## src/core/isv_pkg.sv

```systemverilog
// Package for the interrupt status and vector readback block.
// Assumes a 32-bit APB slave with three word registers from byte offset zero.
package isv_pkg;
	localparam logic [11:0] ISV_ADDR_STATUS  = 12'h000; // Status and vector register.
	localparam logic [11:0] ISV_ADDR_IRQSTAT = 12'h004; // Sticky event status.
	localparam logic [11:0] ISV_ADDR_IRQMASK = 12'h008; // Event mask.
	localparam int ISV_BIT_REQ   = 15; // Request pending flag position.
	localparam int ISV_BIT_HOLD  = 13; // Vector hold select position.
	localparam int ISV_LVL_LSB   = 8;  // Priority level low bit.
	localparam int ISV_LVL_W     = 4;  // Priority level width.
	localparam int ISV_VEC_W     = 7;  // Vector number width.
	localparam int ISV_EVT_W     = 2;  // Event count: request raised, request acked.
	localparam int ISV_EVT_RAISE = 0;  // Event bit for a new request.
	localparam int ISV_EVT_ACK   = 1;  // Event bit for an acknowledge.
	localparam logic [31:0] ISV_STATUS_USED = 32'h0000af7f; // Implemented status bits.
	localparam int ISV_LANE_HOLD = 1;  // Byte lane that carries the hold bit.
	localparam int ISV_LANE_EVT  = 0;  // Byte lane that carries the event bits.
endpackage

```

## src/core/isv_flag.sv

```systemverilog
// Sticky request flag: set by a raise, cleared by an acknowledge.
// Assumes raise and ack come from logic on pclk.
`timescale 1ns/1ps
module isv_flag (
	input  wire logic pclk,    // System clock.
	input  wire logic presetn, // Asynchronous reset, active low.
	input  wire logic raise,   // Request raised toward the CPU.
	input  wire logic ack,     // CPU acknowledged the request.
	output logic      flag     // Request raised and not yet acked.
);
	// A raise in the same cycle as an ack wins, so a new request is never lost.
	always_ff @(posedge pclk or negedge presetn) begin
		if (!presetn) begin
			flag <= 1'b0;
		end else if (raise) begin
			flag <= 1'b1; // RQ1
		end else if (ack) begin
			flag <= 1'b0; // RQ2
		end
	end
endmodule

```

## src/core/isv_top.sv

```systemverilog
// Interrupt status and vector readback register with an APB slave.
// Assumes the controller supplies pending and acknowledged vectors on pclk.
//
// Functional notes
// RQ1: Bit 15 shows a raised, unacked request.
// RQ2: Flag stays while CPU priority blocks acknowledge.
// RQ3: Writable hold bit 13 selects captured vector.
// RQ4: Hold one captures highest pending vector.
// RQ5: Hold zero captures last acknowledged vector.
// RQ6: Unused bits zero, reset clears, read-only ignored.
`timescale 1ns/1ps
module isv_top (
	input  wire logic        pclk,         // System clock.
	input  wire logic        presetn,      // Asynchronous reset, active low.
	input  wire logic        psel,         // APB select.
	input  wire logic        penable,      // APB access phase.
	input  wire logic        pwrite,       // APB direction.
	input  wire logic [11:0] paddr,        // APB byte address.
	input  wire logic [31:0] pwdata,       // APB write data.
	input  wire logic [3:0]  pstrb,        // APB byte strobes.
	output logic      [31:0] prdata,       // APB read data.
	output logic             pready,       // APB ready, always high.
	output logic             pslverr,      // APB error for unmapped address.
	input  wire logic        req_raise,    // Pulse: request raised toward CPU.
	input  wire logic        req_ack,      // Pulse: CPU acknowledges request.
	input  wire logic [6:0]  pending_vec,  // Highest-priority pending vector.
	input  wire logic [6:0]  acked_vec,    // Vector being acknowledged.
	input  wire logic [3:0]  new_level,    // New CPU priority level.
	output logic             irq           // Level interrupt, unmasked events.
);
	logic                        request_unacked_flag;   // Raised, unacked request.
	logic                        vector_hold_select;     // Hold select control.
	logic [isv_pkg::ISV_VEC_W-1:0] captured_vector_number; // Captured vector.
	logic [isv_pkg::ISV_LVL_W-1:0] new_cpu_priority_level; // Latched priority level.
	logic [isv_pkg::ISV_EVT_W-1:0] evt_stat;               // Sticky event status.
	logic [isv_pkg::ISV_EVT_W-1:0] evt_mask;               // Event mask.
	logic [isv_pkg::ISV_EVT_W-1:0] evt_in;                 // Events this cycle.
	logic                        wr;                     // Write access completes.
	logic                        mapped;                 // Address is decoded.

	// Flag that holds while the CPU has not taken the request. It lives in its
	// own module so that the set-wins rule sits in one place.
	isv_flag u_flag (
		.pclk    (pclk),
		.presetn (presetn),
		.raise   (req_raise),
		.ack     (req_ack),
		.flag    (request_unacked_flag)
	);

	// Write strobe for one register and one byte lane of the write data.
	// Every writable field decodes its own lane, so a narrow write to one
	// lane never disturbs a field that lives in another.
	function automatic logic lane_write(input logic [11:0] addr, input logic [11:0] target,
		input logic [3:0] strb, input int lane);
		return (addr == target) && strb[lane];
	endfunction

	// The slave answers in the first access cycle, so pready never drops.
	assign pready  = 1'b1;
	// Only the three word offsets respond; anything else errors.
	assign mapped  = (paddr == isv_pkg::ISV_ADDR_STATUS) ||
		(paddr == isv_pkg::ISV_ADDR_IRQSTAT) || (paddr == isv_pkg::ISV_ADDR_IRQMASK);
	assign pslverr = psel && penable && !mapped; // Error only in the access phase.
	assign wr      = psel && penable && pwrite && mapped; // Write lands at the access edge.
	assign irq     = |(evt_stat & evt_mask); // Level output, no edge to miss.

	// Events of this cycle, placed at their bit positions.
	always_comb begin
		evt_in                         = '0;
		evt_in[isv_pkg::ISV_EVT_RAISE] = req_raise; // A new request toward the CPU.
		evt_in[isv_pkg::ISV_EVT_ACK]   = req_ack;   // The CPU took a request.
	end

	// Only the hold bit of the status register is writable; the flag, level
	// and vector fields ignore writes.
	always_ff @(posedge pclk or negedge presetn) begin
		if (!presetn) begin
			vector_hold_select <= 1'b0; // RQ3
		end else if (wr &&
			lane_write(paddr, isv_pkg::ISV_ADDR_STATUS, pstrb, isv_pkg::ISV_LANE_HOLD)) begin
			vector_hold_select <= pwdata[isv_pkg::ISV_BIT_HOLD]; // RQ3
		end
	end

	// Vector capture follows the hold select. With hold set the field tracks the
	// pending vector one cycle late; with hold clear it moves only on an
	// acknowledge, so software sees the last request that was taken.
	always_ff @(posedge pclk or negedge presetn) begin
		if (!presetn) begin
			captured_vector_number <= '0; // RQ6
		end else if (vector_hold_select) begin
			captured_vector_number <= pending_vec; // RQ4
		end else if (req_ack) begin
			captured_vector_number <= acked_vec; // RQ5
		end
	end

	// Priority level follows the controller.
	always_ff @(posedge pclk or negedge presetn) begin
		if (!presetn) begin
			new_cpu_priority_level <= '0; // RQ6
		end else begin
			new_cpu_priority_level <= new_level;
		end
	end

	// Sticky events; a new event wins over a write-one clear.
	always_ff @(posedge pclk or negedge presetn) begin
		if (!presetn) begin
			evt_stat <= '0; // RQ6
		end else if (wr &&
			lane_write(paddr, isv_pkg::ISV_ADDR_IRQSTAT, pstrb, isv_pkg::ISV_LANE_EVT)) begin
			evt_stat <= (evt_stat & ~pwdata[isv_pkg::ISV_EVT_W-1:0]) | evt_in;
		end else begin
			evt_stat <= evt_stat | evt_in;
		end
	end

	// Mask register.
	always_ff @(posedge pclk or negedge presetn) begin
		if (!presetn) begin
			evt_mask <= '0; // RQ6
		end else if (wr &&
			lane_write(paddr, isv_pkg::ISV_ADDR_IRQMASK, pstrb, isv_pkg::ISV_LANE_EVT)) begin
			evt_mask <= pwdata[isv_pkg::ISV_EVT_W-1:0];
		end
	end

	// Read data register, loaded in the setup cycle of a read so that it stands
	// through the access phase. Unimplemented bits and unmapped offsets read
	// zero, and writes never touch this register.
	always_ff @(posedge pclk or negedge presetn) begin
		if (!presetn) begin
			prdata <= '0;
		end else if (psel && !penable && !pwrite) begin
			prdata <= '0; // RQ6
			if (paddr == isv_pkg::ISV_ADDR_STATUS) begin
				prdata[isv_pkg::ISV_BIT_REQ]  <= request_unacked_flag; // RQ1
				prdata[isv_pkg::ISV_BIT_HOLD] <= vector_hold_select;
				prdata[isv_pkg::ISV_LVL_LSB +: isv_pkg::ISV_LVL_W] <= new_cpu_priority_level;
				prdata[isv_pkg::ISV_VEC_W-1:0] <= captured_vector_number;
			end else if (paddr == isv_pkg::ISV_ADDR_IRQSTAT) begin
				prdata[isv_pkg::ISV_EVT_W-1:0] <= evt_stat;
			end else if (paddr == isv_pkg::ISV_ADDR_IRQMASK) begin
				prdata[isv_pkg::ISV_EVT_W-1:0] <= evt_mask;
			end
		end
	end

	// Checks below watch the registers that software sees. All of them sleep
	// while reset is low, so a reset in mid-run cannot trip a $past or $stable
	// comparison against a value from before the reset.
	// Flag stays set across cycles without an acknowledge.
	chk_flag_holds: assert property (@(posedge pclk) disable iff (!presetn) // RQ2
		request_unacked_flag && !req_ack |=> request_unacked_flag)
		else $error("flag dropped without ack");
	// Raise sets the flag next cycle.
	chk_raise_sets: assert property (@(posedge pclk) disable iff (!presetn) // RQ1
		req_raise |=> request_unacked_flag)
		else $error("raise did not set flag");
	// Ack alone clears the flag.
	chk_ack_clears: assert property (@(posedge pclk) disable iff (!presetn) // RQ1
		req_ack && !req_raise |=> !request_unacked_flag)
		else $error("ack did not clear flag");
	// Hold write lands.
	chk_hold_write: assert property (@(posedge pclk) disable iff (!presetn) // RQ3
		wr && lane_write(paddr, isv_pkg::ISV_ADDR_STATUS, pstrb, isv_pkg::ISV_LANE_HOLD)
		|=> vector_hold_select == $past(pwdata[isv_pkg::ISV_BIT_HOLD]))
		else $error("hold write lost");
	// Hold tracks pending.
	chk_hold_pending: assert property (@(posedge pclk) disable iff (!presetn) // RQ4
		vector_hold_select |=> captured_vector_number == $past(pending_vec))
		else $error("vector not pending one");
	// No hold captures the acked one.
	chk_ack_vector: assert property (@(posedge pclk) disable iff (!presetn) // RQ5
		!vector_hold_select && req_ack |=> captured_vector_number == $past(acked_vec))
		else $error("vector not acked one");
	// No hold and no ack keeps the vector.
	chk_vector_stable: assert property (@(posedge pclk) disable iff (!presetn) // RQ5
		!vector_hold_select && !req_ack |=> $stable(captured_vector_number))
		else $error("vector changed unbidden");
	// Unused bits read zero.
	chk_unused_zero: assert property (@(posedge pclk) disable iff (!presetn) // RQ6
		(prdata & ~isv_pkg::ISV_STATUS_USED) == 32'h00000000)
		else $error("unused bits nonzero");
	// A status read returns the flag as it stood in the setup cycle.
	chk_read_flag: assert property (@(posedge pclk) disable iff (!presetn) // RQ1
		psel && !penable && !pwrite && paddr == isv_pkg::ISV_ADDR_STATUS
		|=> prdata[isv_pkg::ISV_BIT_REQ] == $past(request_unacked_flag))
		else $error("flag not read back");
	// A status read returns the captured vector as it stood in the setup cycle.
	chk_read_vector: assert property (@(posedge pclk) disable iff (!presetn) // RQ4
		psel && !penable && !pwrite && paddr == isv_pkg::ISV_ADDR_STATUS
		|=> prdata[isv_pkg::ISV_VEC_W-1:0] == $past(captured_vector_number))
		else $error("vector not read back");
	// The hold bit moves only on a write that reaches its byte lane.
	chk_hold_keeps: assert property (@(posedge pclk) disable iff (!presetn) // RQ3
		!(wr && lane_write(paddr, isv_pkg::ISV_ADDR_STATUS, pstrb, isv_pkg::ISV_LANE_HOLD))
		|=> $stable(vector_hold_select))
		else $error("hold bit changed unbidden");
	// A write to the status word leaves the level with the controller.
	chk_level_ro: assert property (@(posedge pclk) disable iff (!presetn) // RQ6
		wr && paddr == isv_pkg::ISV_ADDR_STATUS |=> new_cpu_priority_level == $past(new_level))
		else $error("level taken from a write");
	// A raise always leaves its sticky event bit set, even against a clear.
	chk_event_sets: assert property (@(posedge pclk) disable iff (!presetn) // RQ1
		req_raise |=> evt_stat[isv_pkg::ISV_EVT_RAISE])
		else $error("raise event lost");
	// An acknowledge leaves its sticky event bit set.
	chk_ack_event: assert property (@(posedge pclk) disable iff (!presetn) // RQ2
		req_ack |=> evt_stat[isv_pkg::ISV_EVT_ACK])
		else $error("ack event lost");
	// Cover points for the main scenarios.
	cov_raise_ack: cover property (@(posedge pclk) disable iff (!presetn)
		req_raise ##[1:20] req_ack);
	cov_hold_on: cover property (@(posedge pclk) disable iff (!presetn)
		$rose(vector_hold_select));
	cov_irq: cover property (@(posedge pclk) disable iff (!presetn) $rose(irq));
	cov_ack_capture: cover property (@(posedge pclk) disable iff (!presetn)
		!vector_hold_select && req_ack);
	cov_unmapped: cover property (@(posedge pclk) disable iff (!presetn) pslverr);
endmodule

```

## config.mk

```make
export PLATFORM = sky130hd
export DESIGN_NAME = isv_top
export DESIGN_NICKNAME = d
export VERILOG_FILES = /design/src/core/isv_pkg.sv /design/src/core/isv_flag.sv /design/src/core/isv_top.sv
export SDC_FILE = /design/constraint.sdc
export NUM_CORES = 1
export LEC_CHECK = 0
export BUFFER_PORTS_ARGS = -buffer_cell sky130_fd_sc_hd__buf_2
export CORE_ASPECT_RATIO = 2
export CORE_MARGIN = 1.5
export CORE_UTILIZATION = 33
export DETAILED_ROUTE_END_ITERATION = 8
export PLACE_DENSITY = 0.64
export SLEW_MARGIN = 30
export SYNTH_ARGS = -nofsm -noshare
export SYNTH_HDL_FRONTEND = slang
export SYNTH_SLANG_ARGS = --single-unit
export TNS_END_PERCENT = 30
```

## constraint.sdc

```tcl
create_clock -name pclk -period 1.6 [get_ports pclk]
set_clock_uncertainty 0.2 [all_clocks]
set_input_delay 0.32 -clock pclk [delete_from_list [all_inputs] [get_ports pclk]]
set_output_delay 0.32 -clock pclk [all_outputs]
set_load 0.01 [all_outputs]
```

## Yosys cells after proc, flatten, opt, wreduce, memory -nomap -nowiden

Cells that the tools add are included.

- Equality and inequality tests: 2
- Bitwise logic cells: 5
- Reductions and logical operators: 21
- Muxes and demuxes: 12

Operators by type and width:

| operator | count |
|---|---|
| 7-bit two-way mux | 2 |
| 12-bit by 3-bit == test with 1-bit output (second input constant) | 1 |
| 12-bit by 4-bit == test with 1-bit output (second input constant) | 1 |
| 1-bit logical AND | 12 |
| 12-bit logical NOT | 1 |
| 2-bit two-way mux | 4 |
| 5-bit two-way mux | 1 |
| 2-bit bitwise AND | 2 |
| 1-bit two-way mux | 4 |
| 4-bit two-way mux | 1 |
| 2-bit bitwise OR | 2 |
| 2-bit nonzero test | 2 |
| 1-bit logical NOT | 3 |
| 1-bit logical OR | 2 |
| 2-bit inverter | 1 |
| 2-bit OR reduction | 1 |

- Logic and storage cells: 47
- Bits in registers: 30
- Output and inout port bits: 35
- Input bits: 73

## Depth between registers and ports, before layout

- Depth after elaboration: 6
- Mapped depth: 5
- Depth with buffers taken out: 4

## Cells and area by module

From an unflattened synthesis, not the netlist that was laid out.

- Cell total of the unflattened synthesis: 131
- Area total of the unflattened synthesis: 1473.9 um2

Modules (own cells, without submodules):

| module | instances | seq. area each (um2) | area an instance (um2) | cells an instance |
|---|---|---|---|---|
| isv_top | 1 | 725.7 | 1437.6 | 128 |
| isv_flag | 1 | 25.0 | 36.3 | 3 |

## Least setup slack after synthesis

OpenSTA, ideal clock, no wires.

- Kind: input-to-reg
- Start point: in paddr[9]
- End point: reg evt_mask[0] (netlist name)
- Data required time: 1.273 ns
- Stages on the path: 4
- Path buffers: 0
- Setup time: 0.127 ns
- Data arrival time: 1.475 ns
- Slack: -0.203 ns
- Cells stage by stage: nor4_2 nand3_2 or3b_1 mux2_1

- Word-level cells in the longest chain between the ends: 5
- Elaborated cells on any way between the ends: 8
- Classes of those cells: 2 x eq/ne; 6 x reduce/logical

RTL lines:

| item | line | RTL |
|---|---|---|
| start, declared | isv_top.sv:18 | `input wire logic [11:0] paddr,` |
| 12-bit by 3-bit == test with 1-bit output or 12-bit logical NOT (tied branches) | isv_top.sv:63, isv_top.sv:62 |  |
| 1-bit logical OR | isv_top.sv:62 | `assign mapped = (paddr == isv_pkg::ISV_ADDR_STATUS) \|\|` |
| 1-bit logical OR | isv_top.sv:63 | `(paddr == isv_pkg::ISV_ADDR_IRQSTAT) \|\| (paddr == isv_pkg::ISV_ADDR_IRQMASK);` |
| 1-bit logical AND | isv_top.sv:65 | `assign wr = psel && penable && pwrite && mapped;` |
| 1-bit logical AND * | isv_top.sv:124 | `end else if (wr &&` |
| end signal, assigned | isv_top.sv:126 | `evt_mask <= pwdata[isv_pkg::ISV_EVT_W-1:0];` |
| end, declared | isv_top.sv:36 | `logic [isv_pkg::ISV_EVT_W-1:0] evt_mask;` |

Mark *: on every way between the ends. The rest lies on a longest branch, timed or not.
A chain may end at the register's enable or synchronous reset.

## Final worst setup path

- Start point: in paddr[6]
- End point: out pslverr

- Word-level cells in the longest chain between the ends: 5
- Elaborated cells on any way between the ends: 7
- Classes of those cells: 2 x eq/ne; 5 x reduce/logical

RTL lines:

| item | line | RTL |
|---|---|---|
| 12-bit by 3-bit == test with 1-bit output or 12-bit logical NOT (tied branches) | isv_top.sv:63, isv_top.sv:62 |  |
| 1-bit logical OR | isv_top.sv:62 |  |
| 1-bit logical OR * | isv_top.sv:63 |  |
| 1-bit logical NOT * | isv_top.sv:64 | `assign pslverr = psel && penable && !mapped;` |
| 1-bit logical AND * | isv_top.sv:64 |  |
| end, declared | isv_top.sv:23 | `output logic pslverr,` |

Marked as above.

==> metrics.cfg <==
[die]
die-area_um2=4700
dieWidth_um=49.2
core_um2=4090
boundaryPins=108
rows=33
start_util_pct=34.5
die_height_um=95.4

[setup_path]
timing.rr.start=vector_hold_select
worstRegToRegCells=1
critPathCaptureType=output port
cp-start-kind=input port
critPathArrivalTime_ps=1240
worst-setup-path-type=in -> out
crit-reg2reg-capture=vector_hold_select
path_max_fanout=2
cp.required_ps=1080
r2r_setup_slack_ps=410

[placement]
place_inst=239
io_buffers=56
hpwl_um=2410
place_congestion=0.841

[cts]
clockBufferDepth=2
root_buffer=clkbuf_8
clkSinkCount=30
clkTransAtPathRegs_ps=60
worstSkewPairLatency_ps=280
cts_tree=yes
htreeDepth=2
numCtsBuffers=5

[finish]
post-route-util_pct=50.0
final_common_cell=buf_2
final_layout_size_suffix_gt1_share_pct=43.6
final_cells=254
area_growth_pct=45.1
final_cell_mix=53 x buf_2, 30 x dfrtp_1, 20 x conb_1
antennaDiodeCount=0
nNetsFinal=274

[route]
drt_pass1_iterations=3
finalWirelength_um=3260
drc=0
vias=1148
viasPerCell=4.52
wire_per_inst_um=12.8
drtIter0Drc=8
ant_nets=0

[hold_path]
whs_endpoint=captured_vector_number[2]
min-delay-start=pending_vec[2]
hold_depth=3
hold_path.class=in -> reg

[timing]
rsz0062_at_grt=true
fin_ws_ps=-160
slew_violations=0
fin_crit_sh_pct=110
setup_violations=4
fmax_mhz=568
fin_crit_ps=1760
hold_viol_final=0

[global_routing]
grt_max_degree=31
grt_pass1_wl_um=5320
grt-ovfl-total=0
grt_pass1_vias=1171
grt_usage_pct=15.1
grt_antenna_before_repair=0

[synth]
syn-mean-instance-area_um2=11.0
synth_seq_cells=30
ys_seq_area_share_pct=53.2
yosysUniqueCellTypes=24
syn_area_um2=1410
yosys_warnings=0
netlist_instances=128

[power_and_ir_drop]
powerDensity_nw_per_um2=942
vdd_drop_max_uv=814
p_leak_nw=1.06

[outcome]
outcome=finished, violations left
violations=negative setup slack

[flow_run]
drv_cap=0

## routing by layer
layer / part of all wire, % / GRT usage, %
met5: 0 / 0
met4: 1.5 / 7.14
met3: 6.5 / 4.23
met2: 57 / 26.9
met1: 35 / 16.3
## area by class of cell
class,instances,area (µm²)
Sequential cell,30,751
Clock inverter,2,60.1
Inverter,3,11.3
Timing Repair Buffer,74,467
Tap cell,52,65.1
Clock buffer,6,82.6
Fill cell,392,2040
Multi-Input combinational cell,87,609
## state kept, by name (all words and copies together), names as in the netlist
name / flops
captured_vector_number: 7
new_cpu_priority_level: 4
evt_stat: 2
evt_mask: 2
u_flag.flag: 1
vector_hold_select: 1
prdata: 13
## how the worst max path moves through the flow
stage / from / endpoint / cells past startpoint / slack, ps
2_1_floorplan: paddr[5] / evt_mask[0] / 4 / -150
3_3_place_gp: paddr[5] / evt_mask[0] / 5 / -290
3_5_place_dp: paddr[5] / evt_mask[0] / 5 / -340
4_1_cts: paddr[6] / pslverr / 7 / -170
5_1_grt: paddr[6] / pslverr / 7 / -220
6_report: paddr[6] / pslverr / 7 / -160
## what timing repair did
action	CTS	global route
hold buffers	5	0
endpoints found under the hold margin	34	0
setup buffers	2	0
pin swaps	3	5
endpoints found under the setup margin	3	18
gates resized for setup	6	4
## synth_stat cells
cell type  number  area [µm²]
a21o_1          1        7.51
o21ai_0         7        35.0
inv_1           3        11.3
buf_4          20         150
nor4_1          3        18.8
conb_1          2        7.51
a21oi_1         3        15.0
nand2_1        11        41.3
nor4_2          2        25.0
o31ai_1         2        15.0
a22o_1         12         105
or3b_1          2        17.5
mux2i_1         9        90.1
nor2_1          6        22.5
nor2b_1         1        6.26
nand3_2         1        10.0
nand4_1         1        6.26
nand3_1         1        5.00
buf_2           1        5.00
dfrtp_1        30         751
mux2_1          2        22.5
clkbuf_1        5        18.8
mux2_2          1        11.3
a31oi_1         2        12.5
## critical path, stage by stage
cell,delay [ps]
buf_6,100
nor4_4,290
nand3_2,120
buf_6,130
a21oi_2,90
nor2_1,60
buf_2,130
## where the power goes
| part | internal, mW | leakage (nW) | switching [mW] |
|---|---|---|---|
| Clock | 0.664 | 0.0714 | 0.276 |
| Combinational | 0.0885 | 0.604 | 0.102 |
| Sequential | 0.783 | 0.380 | 0.0128 |
| Total | 1.54 | 1.06 | 0.391 |
## through the flow
stage	worst slack, ps	instance area, µm²	hold WS, ps	power, mW	TNS [ps]
finish	-160	2050	50.0	1.93	-486
global route	-216	2050	56.5	2.02	-608
CTS	-171	2020	44.1	1.95	-469
detailed placement	-343	1780	84.7	0.984	-3710
global placement	-291	1780	83.8	0.980	-2650
floorplan	-152	1510	-176	0.912	-1130
## logic make-up after synthesis
| family | count (synthesis) | synth area share (%) |
|---|---|---|
| mux | 12 | 8.78 |
| flops | 30 | 53.2 |
| simple gates | 28 | 10.8 |
| compound gates | 27 | 13.5 |
| buf+inv | 29 | 13.1 |
| other cells | 2 | 0.533 |
Note: power is estimated with default switching activity, not from simulation.
